==> src/pkg/monitor_pkg.sv <==
/*
 * Constants for the master clock prescaler and one-bit stream monitor:
 * register indices, field positions, reset values, detector limits and states.
 * Assumes a 32-bit APB with word-aligned registers (byte address = index * 4).
 */
package monitor_pkg;

    // register indices; byte address is the index shifted left by two
    localparam logic [5:0] IDX_PRESCALE   = 6'h08;
    localparam logic [5:0] IDX_CHECK_CTRL = 6'h09;
    localparam logic [5:0] IDX_POLARITY   = 6'h0A;
    localparam logic [5:0] IDX_EV_STATUS  = 6'h0B;
    localparam logic [5:0] IDX_EV_MASK    = 6'h0C;
    localparam logic [5:0] IDX_LIVE_STATE = 6'h0D;

    // clock prescale control fields
    localparam int HALVE_BIT = 4;
    localparam int THIRD_BIT = 3;
    localparam logic [7:0] PRESCALE_RESET = 8'h00;

    // stream check control fields
    localparam int STATIC_BIT  = 3;
    localparam int INVALID_BIT = 2;
    localparam int PM_SEL_BIT  = 1;
    localparam int PM_EN_BIT   = 0;
    localparam logic [7:0] CHECK_CTRL_RESET = 8'h08;
    localparam logic [7:0] CHECK_CTRL_WMASK = 8'h0F;

    // mute polarity codes, field in bits 1:0
    localparam logic [1:0] POL_AUTO  = 2'h0;
    localparam logic [1:0] POL_LOW   = 2'h2;
    localparam logic [1:0] POL_HIGH  = 2'h3;
    localparam logic [1:0] POL_RESET = 2'h0;

    // event layout: bits 1:0 static per channel, bits 3:2 invalid per channel
    localparam int EV_STATIC_LSB  = 0;
    localparam int EV_INVALID_LSB = 2;
    localparam logic [3:0] EV_MASK_RESET = 4'h0;

    // prescaler divisors
    localparam logic [2:0] DIV_BY_ONE   = 3'h1;
    localparam logic [2:0] DIV_BY_TWO   = 3'h2;
    localparam logic [2:0] DIV_BY_THREE = 3'h3;
    localparam logic [2:0] DIV_BY_SIX   = 3'h6;

    // stream detector figures
    localparam int         WINDOW_BITS   = 28;
    localparam logic [4:0] RUN_LIMIT     = 5'h1C;
    localparam logic [4:0] DENSITY_LIMIT = 5'h18;

    typedef enum logic [0:0] {
        PHASE_FIRST  = 1'b0,
        PHASE_SECOND = 1'b1
    } pm_phase_t;

endpackage

==> src/pkg/stream_check_if.sv <==
/*
 * Bundle between the stream front end and one per-channel pattern checker.
 * Assumes both ends run on the same clock and reset.
 */
`timescale 1ns/10ps
`default_nettype none

interface stream_check_if;
    logic bit_valid;
    logic bit_value;
    logic static_en;
    logic invalid_en;
    logic static_hit;
    logic invalid_hit;

    modport feeder (
        output bit_valid,
        output bit_value,
        output static_en,
        output invalid_en,
        input  static_hit,
        input  invalid_hit
    );

    modport checker_end (
        input  bit_valid,
        input  bit_value,
        input  static_en,
        input  invalid_en,
        output static_hit,
        output invalid_hit
    );
endinterface // stream_check_if

`default_nettype wire

==> src/verilog/onebit_monitor.sv <==
/*
 * Master clock prescaler, one-bit stream front end (normal and phase
 * modulated), static and invalid stream monitor, mute-control pins, APB
 * register file with sticky events and a level interrupt.
 * Assumes all inputs synchronous to clk; channel 0 is left, 1 is right.
 */
`timescale 1ns/10ps
`default_nettype none

// Notes on behaviour
// - halve enable divides master clock by two
// - third enable divides master clock by three
// - 28 identical bits mute converters when enabled
// - static mute drives mute pins, polarity applied
// - over 24 of 28 alike attenuates
// - invalid stream drives mute pins, polarity applied
// - phase modulation enable selects modulated reception
// - check control resets to static enabled only
// - polarity field: auto, active low, active high
module onebit_monitor (
    input  wire logic        clk,
    input  wire logic        rst_n,
    input  wire logic [7:0]  paddr,
    input  wire logic        psel,
    input  wire logic        penable,
    input  wire logic        pwrite,
    input  wire logic [31:0] pwdata,
    input  wire logic [3:0]  pstrb,
    output var  logic [31:0] prdata,
    output var  logic        pready,
    output var  logic        pslverr,
    input  wire logic        onebit_serial_clock,
    input  wire logic [1:0]  onebit_data,
    output var  logic [1:0]  converter_mute,
    output var  logic [1:0]  converter_attenuate,
    input  wire logic [1:0]  mute_control_in,
    output var  logic [1:0]  mute_control_out,
    output var  logic [1:0]  mute_control_oe,
    output var  logic        core_tick,
    output var  logic        divided_master_clock,
    output var  logic        irq
);
    // register state
    logic [1:0] prescale;        // {halve, third}
    logic [3:0] check_ctrl;
    logic [1:0] mute_polarity_field;
    logic [3:0] ev_status;
    logic [3:0] ev_mask;
    logic [3:0] hit_prev;
    logic [1:0] next_prescale;
    logic [3:0] next_check_ctrl;
    logic [1:0] next_mute_polarity_field;
    logic [3:0] next_ev_status;
    logic [3:0] next_ev_mask;
    logic [3:0] next_hit_prev;
    logic       next_irq;

    // apb state
    logic [31:0] next_prdata;
    logic        next_pready;
    logic        next_pslverr;

    // prescaler state
    logic [2:0] div_cnt;
    logic [2:0] next_div_cnt;
    logic       next_core_tick;
    logic       next_divided_master_clock;
    logic [2:0] divisor;

    // stream front end state
    logic                  sclk_prev;
    logic                  next_sclk_prev;
    monitor_pkg::pm_phase_t pm_phase;
    monitor_pkg::pm_phase_t next_pm_phase;
    logic                  bit_valid;
    logic                  next_bit_valid;
    logic [1:0]            bit_value;
    logic [1:0]            next_bit_value;

    // mute pin state
    logic       pol_caught;
    logic       auto_active_level;
    logic       next_pol_caught;
    logic       next_auto_active_level;
    logic [1:0] next_mute_control_out;
    logic [1:0] next_mute_control_oe;

    logic [1:0] static_hit;
    logic [1:0] invalid_hit;
    logic [3:0] hits;
    logic       access;
    logic       wr_en;
    logic       halve;
    logic       third;
    logic       pm_en;
    logic       pm_sel;
    logic       sclk_rise;

    function automatic logic reg_at(input logic [7:0] addr, input logic [5:0] idx);
        reg_at = addr[7:2] == idx && addr[1:0] == 2'h0;
    endfunction

    function automatic logic is_mapped(input logic [7:0] addr);
        is_mapped = reg_at(addr, monitor_pkg::IDX_PRESCALE)
                 || reg_at(addr, monitor_pkg::IDX_CHECK_CTRL)
                 || reg_at(addr, monitor_pkg::IDX_POLARITY)
                 || reg_at(addr, monitor_pkg::IDX_EV_STATUS)
                 || reg_at(addr, monitor_pkg::IDX_EV_MASK)
                 || reg_at(addr, monitor_pkg::IDX_LIVE_STATE);
    endfunction

    assign halve  = prescale[1];
    assign third  = prescale[0];
    assign pm_en  = check_ctrl[monitor_pkg::PM_EN_BIT];
    assign pm_sel = check_ctrl[monitor_pkg::PM_SEL_BIT];
    assign access = psel && penable;
    // write lands on the edge where the master sees pready high
    assign wr_en  = access && pready && pwrite && pstrb[0];
    assign hits   = {invalid_hit, static_hit};

    // prescaler: core_tick paces the serial clock sampling of the stream front end
    always_comb begin
        case ({halve, third})
            2'b10:   divisor = monitor_pkg::DIV_BY_TWO;
            2'b01:   divisor = monitor_pkg::DIV_BY_THREE;
            2'b11:   divisor = monitor_pkg::DIV_BY_SIX;
            default: divisor = monitor_pkg::DIV_BY_ONE;
        endcase
        // >= restarts cleanly when the divisor shrinks mid-count
        if (div_cnt >= divisor - 3'h1) begin
            next_div_cnt = 3'h0;
        end else begin
            next_div_cnt = div_cnt + 3'h1;
        end
        next_core_tick            = next_div_cnt == 3'h0;
        next_divided_master_clock = {next_div_cnt, 1'b0} < {1'b0, divisor};
    end

    always_ff @(posedge clk or negedge rst_n) begin
        if (!rst_n) begin
            div_cnt              <= 3'h0;
            core_tick            <= 1'b1;
            divided_master_clock <= 1'b1;
        end else begin
            div_cnt              <= next_div_cnt;
            core_tick            <= next_core_tick;
            divided_master_clock <= next_divided_master_clock;
        end
    end

    // stream front end: serial clock sampled at the divided rate only
    assign sclk_rise = core_tick && onebit_serial_clock && !sclk_prev;

    always_comb begin
        next_sclk_prev = core_tick ? onebit_serial_clock : sclk_prev;
        next_pm_phase  = pm_phase;
        next_bit_valid = 1'b0;
        next_bit_value = bit_value;
        if (!pm_en) begin
            next_pm_phase = monitor_pkg::PHASE_FIRST;
        end
        if (sclk_rise) begin
            if (pm_en && !pm_sel) begin
                // 128Fs clock: two edges per bit, data taken in first half
                case (pm_phase)
                    monitor_pkg::PHASE_FIRST: begin
                        next_pm_phase  = monitor_pkg::PHASE_SECOND;
                        next_bit_valid = 1'b1;
                        next_bit_value = onebit_data;
                    end
                    monitor_pkg::PHASE_SECOND: begin
                        next_pm_phase = monitor_pkg::PHASE_FIRST;
                    end
                    default: begin
                        next_pm_phase = monitor_pkg::PHASE_FIRST;
                    end
                endcase
            end else begin
                // normal mode, or 64Fs modulated clock: one bit per rise
                next_bit_valid = 1'b1;
                next_bit_value = onebit_data;
            end
        end
    end

    always_ff @(posedge clk or negedge rst_n) begin
        if (!rst_n) begin
            sclk_prev <= 1'b0;
            pm_phase  <= monitor_pkg::PHASE_FIRST;
            bit_valid <= 1'b0;
            bit_value <= 2'h0;
        end else begin
            sclk_prev <= next_sclk_prev;
            pm_phase  <= next_pm_phase;
            bit_valid <= next_bit_valid;
            bit_value <= next_bit_value;
        end
    end

    // one independent checker per channel
    generate
        for (genvar ch = 0; ch < 2; ch++) begin : g_chan
            stream_check_if chk_if ();
            assign chk_if.bit_valid  = bit_valid;
            assign chk_if.bit_value  = bit_value[ch];
            assign chk_if.static_en  = check_ctrl[monitor_pkg::STATIC_BIT];
            assign chk_if.invalid_en = check_ctrl[monitor_pkg::INVALID_BIT];
            assign static_hit[ch]    = chk_if.static_hit;
            assign invalid_hit[ch]   = chk_if.invalid_hit;
            density_checker u_check (
                .clk   (clk),
                .rst_n (rst_n),
                .chk   (chk_if.checker_end)
            );
        end
    endgenerate

    // converter controls and mute pins
    always_comb begin
        next_pol_caught        = 1'b1;
        // auto: pin is biased to its active level while undriven
        next_auto_active_level = pol_caught ? auto_active_level : mute_control_in[0];
        for (int ch = 0; ch < 2; ch++) begin
            case (mute_polarity_field)
                monitor_pkg::POL_LOW: begin
                    next_mute_control_out[ch] = !(static_hit[ch] || invalid_hit[ch]);
                end
                monitor_pkg::POL_HIGH: begin
                    next_mute_control_out[ch] = static_hit[ch] || invalid_hit[ch];
                end
                default: begin
                    next_mute_control_out[ch] = (static_hit[ch] || invalid_hit[ch])
                                              == next_auto_active_level;
                end
            endcase
        end
        next_mute_control_oe  = {2{next_pol_caught}};
    end

    always_ff @(posedge clk or negedge rst_n) begin
        if (!rst_n) begin
            pol_caught          <= 1'b0;
            auto_active_level   <= 1'b0;
            mute_control_out    <= 2'h0;
            mute_control_oe     <= 2'h0;
            converter_mute      <= 2'h0;
            converter_attenuate <= 2'h0;
        end else begin
            pol_caught          <= next_pol_caught;
            auto_active_level   <= next_auto_active_level;
            mute_control_out    <= next_mute_control_out;
            mute_control_oe     <= next_mute_control_oe;
            converter_mute      <= static_hit;
            converter_attenuate <= invalid_hit;
        end
    end

    // register file and apb slave, one wait state on every access
    always_comb begin
        next_prescale            = prescale;
        next_check_ctrl          = check_ctrl;
        next_mute_polarity_field = mute_polarity_field;
        next_ev_mask             = ev_mask;
        next_hit_prev            = hits;
        next_ev_status           = ev_status;
        if (wr_en && reg_at(paddr, monitor_pkg::IDX_PRESCALE)) begin
            next_prescale = {pwdata[monitor_pkg::HALVE_BIT], pwdata[monitor_pkg::THIRD_BIT]};
        end
        if (wr_en && reg_at(paddr, monitor_pkg::IDX_CHECK_CTRL)) begin
            next_check_ctrl = pwdata[3:0] & monitor_pkg::CHECK_CTRL_WMASK[3:0];
        end
        if (wr_en && reg_at(paddr, monitor_pkg::IDX_POLARITY)) begin
            next_mute_polarity_field = pwdata[1:0];
        end
        if (wr_en && reg_at(paddr, monitor_pkg::IDX_EV_MASK)) begin
            next_ev_mask = pwdata[3:0];
        end
        if (wr_en && reg_at(paddr, monitor_pkg::IDX_EV_STATUS)) begin
            next_ev_status = ev_status & ~pwdata[3:0];
        end
        // a new event wins over a clear in the same cycle
        next_ev_status = next_ev_status | (hits & ~hit_prev);
        next_irq       = |(next_ev_status & next_ev_mask);

        next_pready  = access && !pready;
        next_pslverr = access && !pready && !is_mapped(paddr);
        next_prdata  = 32'h0000_0000;
        if (access && !pready && !pwrite) begin
            if (reg_at(paddr, monitor_pkg::IDX_PRESCALE)) begin
                next_prdata[monitor_pkg::HALVE_BIT] = halve;
                next_prdata[monitor_pkg::THIRD_BIT] = third;
            end
            if (reg_at(paddr, monitor_pkg::IDX_CHECK_CTRL)) begin
                next_prdata[3:0] = check_ctrl; // upper four read as zero
            end
            if (reg_at(paddr, monitor_pkg::IDX_POLARITY)) begin
                next_prdata[1:0] = mute_polarity_field;
            end
            if (reg_at(paddr, monitor_pkg::IDX_EV_STATUS)) begin
                next_prdata[3:0] = ev_status;
            end
            if (reg_at(paddr, monitor_pkg::IDX_EV_MASK)) begin
                next_prdata[3:0] = ev_mask;
            end
            if (reg_at(paddr, monitor_pkg::IDX_LIVE_STATE)) begin
                next_prdata[5:0] = {auto_active_level, pm_phase, hits};
            end
        end
    end

    always_ff @(posedge clk or negedge rst_n) begin
        if (!rst_n) begin
            prescale            <= 2'h0;
            check_ctrl          <= monitor_pkg::CHECK_CTRL_RESET[3:0];
            mute_polarity_field <= monitor_pkg::POL_RESET;
            ev_status           <= 4'h0;
            ev_mask             <= monitor_pkg::EV_MASK_RESET;
            hit_prev            <= 4'h0;
            irq                 <= 1'b0;
            prdata              <= 32'h0000_0000;
            pready              <= 1'b0;
            pslverr             <= 1'b0;
        end else begin
            prescale            <= next_prescale;
            check_ctrl          <= next_check_ctrl;
            mute_polarity_field <= next_mute_polarity_field;
            ev_status           <= next_ev_status;
            ev_mask             <= next_ev_mask;
            hit_prev            <= next_hit_prev;
            irq                 <= next_irq;
            prdata              <= next_prdata;
            pready              <= next_pready;
            pslverr             <= next_pslverr;
        end
    end
endmodule // onebit_monitor

`default_nettype wire

==> src/verilog/density_checker.sv <==
/*
 * Per-channel one-bit stream checker: run length of identical bits and
 * ones density over a sliding window of the last 28 bits.
 * Assumes bit_valid is a one-cycle strobe per decoded stream bit.
 */
`timescale 1ns/10ps
`default_nettype none

module density_checker (
    input  wire logic               clk,
    input  wire logic               rst_n,
    stream_check_if.checker_end     chk
);
    localparam int WB = monitor_pkg::WINDOW_BITS;

    logic [WB-1:0] window;
    logic [4:0]    fill;
    logic [4:0]    ones;
    logic [4:0]    run_len;
    logic          last_bit;
    logic          static_hit;
    logic          invalid_hit;

    logic [WB-1:0] next_window;
    logic [4:0]    next_fill;
    logic [4:0]    next_ones;
    logic [4:0]    next_run_len;
    logic          next_last_bit;
    logic          next_static_hit;
    logic          next_invalid_hit;

    always_comb begin
        next_window   = window;
        next_fill     = fill;
        next_ones     = ones;
        next_run_len  = run_len;
        next_last_bit = last_bit;
        if (chk.bit_valid) begin
            next_window   = {window[WB-2:0], chk.bit_value};
            next_last_bit = chk.bit_value;
            // run restarts at one on every change of value
            if (chk.bit_value != last_bit || run_len == 5'h00) begin
                next_run_len = 5'h01;
            end else if (run_len < monitor_pkg::RUN_LIMIT) begin
                next_run_len = run_len + 5'h01;
            end
            if (fill == monitor_pkg::RUN_LIMIT) begin
                next_ones = ones + {4'h0, chk.bit_value} - {4'h0, window[WB-1]};
            end else begin
                next_fill = fill + 5'h01;
                next_ones = ones + {4'h0, chk.bit_value};
            end
        end
        next_static_hit = chk.static_en
                        && next_run_len == monitor_pkg::RUN_LIMIT;
        // more than 24 of 28 alike: ones above 24 or zeros above 24
        next_invalid_hit = chk.invalid_en
                         && next_fill == monitor_pkg::RUN_LIMIT
                         && (next_ones > monitor_pkg::DENSITY_LIMIT
                             || next_ones < monitor_pkg::RUN_LIMIT
                                            - monitor_pkg::DENSITY_LIMIT);
    end

    always_ff @(posedge clk or negedge rst_n) begin
        if (!rst_n) begin
            window      <= '0;
            fill        <= 5'h00;
            ones        <= 5'h00;
            run_len     <= 5'h00;
            last_bit    <= 1'b0;
            static_hit  <= 1'b0;
            invalid_hit <= 1'b0;
        end else begin
            window      <= next_window;
            fill        <= next_fill;
            ones        <= next_ones;
            run_len     <= next_run_len;
            last_bit    <= next_last_bit;
            static_hit  <= next_static_hit;
            invalid_hit <= next_invalid_hit;
        end
    end

    assign chk.static_hit  = static_hit;
    assign chk.invalid_hit = invalid_hit;
endmodule // density_checker

`default_nettype wire

==> config.mk <==
export PLATFORM = sky130hd
export DESIGN_NAME = onebit_monitor
export DESIGN_NICKNAME = d
export VERILOG_FILES = /design/src/pkg/monitor_pkg.sv /design/src/pkg/stream_check_if.sv /design/src/verilog/onebit_monitor.sv /design/src/verilog/density_checker.sv
export SDC_FILE = /design/constraint.sdc
export NUM_CORES = 1
export LEC_CHECK = 0
export BUFFER_PORTS_ARGS = -buffer_cell sky130_fd_sc_hd__buf_2
export CORE_MARGIN = 5
export CORE_UTILIZATION = 61
export DETAILED_ROUTE_END_ITERATION = 6
export GPL_ROUTABILITY_DRIVEN = 0
export PLACE_DENSITY = 0.85
export SYNTH_ARGS = -nofsm -noshare
export SYNTH_HDL_FRONTEND = slang
export SYNTH_SLANG_ARGS = --single-unit
export TNS_END_PERCENT = 100
==> constraint.sdc <==
create_clock -name clk -period 4.4 [get_ports clk]
set_clock_uncertainty 0.1 [all_clocks]
set_input_delay 0.22 -clock clk [delete_from_list [all_inputs] [get_ports clk]]
set_output_delay 0.22 -clock clk [all_outputs]
set_load 0.02 [all_outputs]
Word level (Yosys, flattened, before mapping)
Cells that the tools add are included.
{"block": "totals", "reg_bits": 140, "latch_bits": 0, "ram_bits": 0, "rom_bits": 0, "in_bits": 54, "word_cells": 172, "memories": 0}
{"block": "classes", "n_addsub": 10, "mul": 0, "n_div": 0, "n_lt_le_gt_ge": 8, "eq_ne": 22, "n_shift": 0, "muxes": 37, "n_bitwise": 7, "reduce_logical": 51}
{"operator": "2-to-1 mux 5 bit", "count": 14}
{"operator": "== test 6 x 4 -> 1 bit (second input constant)", "count": 6}
{"operator": "== test 5 bit (second input constant)", "count": 6}
{"operator": "logical AND 1 bit", "count": 27}
{"operator": "adder 5 x 1 -> 5 bit (second input constant)", "count": 4}
{"operator": "2-to-1 mux 4 bit", "count": 5}
{"operator": "bitwise AND 4 bit", "count": 3}
{"operator": "2-to-1 mux 6 bit", "count": 2}
{"operator": "logical OR 1 bit", "count": 11}
{"operator": "adder 5 x 1 -> 5 bit", "count": 2}
{"operator": "greater-than comparator 5 bit (second input constant)", "count": 2}
{"operator": "zero test 5 bit", "count": 2}
{"operator": "less-than comparator 5 x 3 -> 1 bit (second input constant)", "count": 2}
{"operator": "less-than comparator 5 bit (second input constant)", "count": 2}
{"operator": "subtractor 5 x 1 -> 5 bit", "count": 2}
{"operator": "case mux 3 bit (3 select lines)", "count": 1}
{"operator": "== test 2 bit (second input constant)", "count": 4}
{"operator": "2-to-1 mux 2 bit", "count": 4}
{"operator": "NOT 4 bit", "count": 2}
{"operator": "zero test 1 bit", "count": 7}
{"operator": "2-to-1 mux 1 bit", "count": 7}
{"operator": "case mux 1 bit (2 select lines)", "count": 3}
{"operator": "less-than comparator 4 x 3 -> 1 bit", "count": 1}
{"operator": "bitwise OR 4 bit", "count": 1}
{"operator": "other kinds (13)", "count": 15}

Longest topological paths before layout
{"block": "depth", "depth_word": 9, "mapped_depth": 9, "depth_no_buf": 9}

Cells and area by module
Synthesis repeated with hierarchy kept, for this count alone.
{"block": "hier_totals", "cells_unflattened": 538, "area_unflattened_um2": 6394.9}
{"mod": "density_checker", "instances": 2, "cells_per_inst": 169, "area_per_inst_um2": 2087.0, "seq_area_each_um2": 1126.1}
{"mod": "onebit_monitor", "instances": 1, "cells_per_inst": 200, "area_per_inst_um2": 2220.9, "seq_area_each_um2": 1079.8}

Worst setup path before layout
No wires, ideal clock.
{"block": "synth_path", "kind": "register -> register", "startpoint": "reg bit_value[1]", "endpoint": "reg g_chan[1].u_check.invalid_hit", "setup_ns": 0.104, "t_arrival_ns": 2.083, "setup_slack_ns": 2.113, "path_stages_with_launch": 10, "path_cell_list": "dfrtp_1 ha_1 inv_1 ha_1 ha_1 and4_1 o21ai_0 xnor2_1 or3_1 a221oi_1"}
{"block": "synth_via", "elab_chain_len": 7, "word_cells_on_any_way": 8, "classes_between": "2 x add/sub; 2 x order compare; 2 x mux; 2 x reduce/logical"}
{"item": "start, declared", "line_no": "onebit_monitor.sv:77", "source": "logic [1:0] bit_value;"}
{"item": "start signal, assigned", "line_no": "onebit_monitor.sv:196", "source": "bit_value <= next_bit_value;"}
{"item": "adder 5 x 1 -> 5 bit *", "line_no": "density_checker.sv:48, density_checker.sv:51"}
{"item": "subtractor 5 x 1 -> 5 bit", "line_no": "density_checker.sv:48", "source": "next_ones = ones + {4'h0, chk.bit_value} - {4'h0, window[WB-1]};"}
{"item": "2-to-1 mux 5 bit *", "line_no": "density_checker.sv:47", "source": "if (fill == monitor_pkg::RUN_LIMIT) begin"}
{"item": "2-to-1 mux 5 bit *", "line_no": "density_checker.sv:38", "source": "if (chk.bit_valid) begin"}
{"item": "named net g_chan[1].u_check.next_ones[4]", "line_no": "density_checker.sv:26", "source": "logic [4:0] next_ones;"}
{"item": "greater-than comparator 5 bit or less-than comparator 5 x 3 -> 1 bit (tied branches)", "line_no": "density_checker.sv:59, density_checker.sv:60"}
{"item": "logical OR 1 bit *", "line_no": "density_checker.sv:60", "source": "|| next_ones < monitor_pkg::RUN_LIMIT"}
{"item": "logical AND 1 bit *", "line_no": "density_checker.sv:59", "source": "&& (next_ones > monitor_pkg::DENSITY_LIMIT"}
{"item": "named net g_chan[1].u_check.next_invalid_hit", "line_no": "density_checker.sv:30", "source": "logic next_invalid_hit;"}
{"item": "end signal, assigned", "line_no": "density_checker.sv:80", "source": "invalid_hit <= next_invalid_hit;"}
{"item": "end, declared", "line_no": "density_checker.sv:22", "source": "logic invalid_hit;"}
The timed path passes the listed nets; every way through them passes the cells marked *.
A chain may end at the register's enable or synchronous reset.

Worst setup path after layout
Ends and elaborated chain as after synthesis.

==> run metrics <==
H-Tree Depth=4; clk sinks=133; Arr. time, crit path=2.91 ns; CP max-delay cell=dfrtp_1; CTS resizes=0; setup TNS=0 ns; clock buffer depth=2; synth unique cells=60; register area share after synthesis=52.8%; Placed Cells=704; Synth Instances=548; ratio of cells with drive above 1 in the final layout=25.9%; outcome=complete, no violations; Slew Limit Fails=0; number of synthesized flops with an enable pin=0; nature of the critical path endpoint=flip-flop; die width=112 µm; wire per inst=15.8 µm; Max Cap Viol=0; latest clock arrival within the worst-skew pair=0.51 ns; cell type with the highest aggregate area in the netlist=dfrtp_1; RSZ-0062 raised after global routing=no; Final Hold Fails=0; clk root buf=clkbuf_8; Yosys reg bits=133; Worst VDD drop=332 µV; top post-synthesis cells by area=dfrtp_1 (52%), mux2_2 (12%), ha_1 (4.4%); Overall Power=3.76 mW; CP Cell Sequence=ha_1 > inv_1 > ha_1 > ha_1 > a21oi_1 > o21ai_0 > xnor2_1 > or3_1 > a221oi_1; IO buf count=41; worst-margin pin slew=0.915 ns; via/cell ratio=5.57; Synth async-reset ratio=100%; DIE AREA=12500 µm²; Starting Density=61.7%; slew margin rel.=38.2%; dominant synthesized flop cell=dfrtp_1; Antenna diodes=0; Area growth syn-to-layout=14.6%; number of global-route vias before repair=4384; Rows=37; initial antenna violation count=0; CTS tree=done; required time worst endpoint=4.70 ns; Yosys warnings=0; pwr/cell area=519 nW/µm²; overall routing resource usage=20.1%; hpwl dp=7870 µm; Synth Area per Inst=11.5 µm²; DR vias=4183; CP peak stage delay=0.44 ns; largest net degree at the start of global routing=70; Crit path top cell by count=ha_1; Nets=678; IO Count=99; Util after Layout=70.7%; core area=10200 µm²; Cell Area, Synth=6310 µm²; first-pass GRT wire length=20300 µm; hold_ws=0.0459 ns; startpoint types=flip-flop; clk slew on worst S/H paths=0.06 ns; Worst Hold Class=in -> reg; top-area cell type share of the netlist area=51.5%; Critical Path Fanout Max=5; non-filler instance count after layout=751; Setup Buffers After CTS=0; Final Setup Violations=0; remaining antenna violation count after routing=0; Die H=112 µm; First-pass DRT Iterations=4; DRT Wirelength=11800 µm; Initial DRC Count=217; period utilization=59.3%; global route overflow=0; Max Fclk=383 MHz; Final min period=2.61 ns; Crit Path Category=reg -> reg; remaining routing DRC violations=0; Inserted Clock Buffers=17; P_leak=3.48 nW
[through the flow]
step,area (µm²),setup WS (ns)
after global placement,6510,1.88
final,7230,1.79
after detailed placement,6510,1.81
after floorplan,6410,2.11
after CTS,7230,1.80
after global routing,7230,1.66
[cells by family after synthesis]
group	share of synthesized area, %
DFF	52.8
and+or+nand+nor	11.4
adders and majority gates	4.36
xor gates and xnor gates	2.64
AOI/OAI and AO/OA	8.82
other	0.119
muxes	13.4
buffers and inverters	6.52
[power by group]
group          switching [mW]  internal (mW)  total [mW]  leakage, nW
sequential              0.227           1.47        1.69         1.74
combinational           0.377          0.343       0.720         1.47
clock                   0.510          0.833        1.34        0.269
total                    1.11           2.64        3.76         3.48
[registers in the layout, indices dropped and copies added, names as in the netlist, 3 cells and up]
register	flops
ev_mask	4
g_chan.u_check.ones	10
g_chan.u_check.window	56
g_chan.u_check.run_len	10
check_ctrl	4
div_cnt	3
ev_status	4
hit_prev	3
g_chan.u_check.fill	10
prdata	6
[cells in the final DEF (no fill, tap or decap), types with 5 or more instances in the layout]
cell type	netlist	routed
dfrtp_1	130	129
mux2_2	67	67
nand2_1	42	42
buf_2	7	40
inv_1	28	28
conb_1	2	27
a21oi_1	24	24
ha_1	22	22
o21ai_0	21	21
nor2_1	20	20
xnor2_1	18	18
clkbuf_16	0	16
nand3_1	15	15
dlygate4sd3_1	0	15
nor3_1	13	13
nand4_1	10	10
a22o_1	8	8
mux2i_1	6	6
and4_1	5	5
nand2b_1	5	5
clkinvlp_4	0	5
[synthesized netlist by cell type, types with 4 or more instances]
cell,number
dfrtp_1,130
mux2_2,67
nand2_1,42
buf_4,29
inv_1,28
a21oi_1,24
ha_1,22
o21ai_0,21
nor2_1,20
xnor2_1,18
nand3_1,15
nor3_1,13
nand4_1,10
a22o_1,8
buf_2,7
clkbuf_1,7
mux2i_1,6
and4_1,5
nand2b_1,5
a41oi_1,4
and2_1,4
and3_1,4
nand3b_1,4
[metal layers]
metal  vias to the layer above  part of all wire (%)  track usage [%]
met5                         -                     0                0
met4                         0                   1.8             8.52
met3                        22                   5.6             5.00
met2                       113                    51             34.5
met1                      2068                    41             24.2
li1                       1980                     -                -
[area by class of cell]
cell class                      instances  area (µm²)
Inverter                               28         105
Sequential cell                       133        3330
Fill cell                             686        3000
Clock inverter                         12         130
Timing Repair Buffer                   58         385
Multi-Input combinational cell        364        2660
Clock buffer                           20         445
Tap cell                              136         170
[worst max-delay path, delay by kind of cell, from the launching register on]
kind	cells	cell delay, ns
and+or+nand+nor	1	0.33
AOI/OAI and AO/OA	3	0.61
adders and majority gates	3	0.77
DFF	1	0.44
buffers and inverters	1	0.04
xor gates and xnor gates	1	0.21
[timing repair]
item | 4_1_cts | 5_1_grt
setup endpoints to repair | 0 | 0
hold endpoints to repair | 89 | 0
hold buffers | 15 | 0
[path summary, 6_finish.rpt]
check,end,cells past startpoint,slack (ns),startpoint
hold reg to reg,hit_prev[1]$_DFF_PN0_,0,0.36,g_chan[1].u_check.chk.static_hit$_DFF_PN0_
max in group asynchronous,check_ctrl[3]$_DFFE_PN1P_,3,3.10,rst_n
min in group asynchronous,pready$_DFF_PN0_,2,0.26,rst_n
setup reg to reg,g_chan[1].u_check.chk.invalid_hit$_DFF_PN0_,9,1.79,bit_value[1]$_DFFE_PN0P_
hold / removal,prdata[1]$_DFF_PN0_,4,0.05,psel
setup / recovery,g_chan[1].u_check.chk.invalid_hit$_DFF_PN0_,9,1.79,bit_value[1]$_DFFE_PN0P_
No activity file was read; power rests on OpenSTA's default activity.
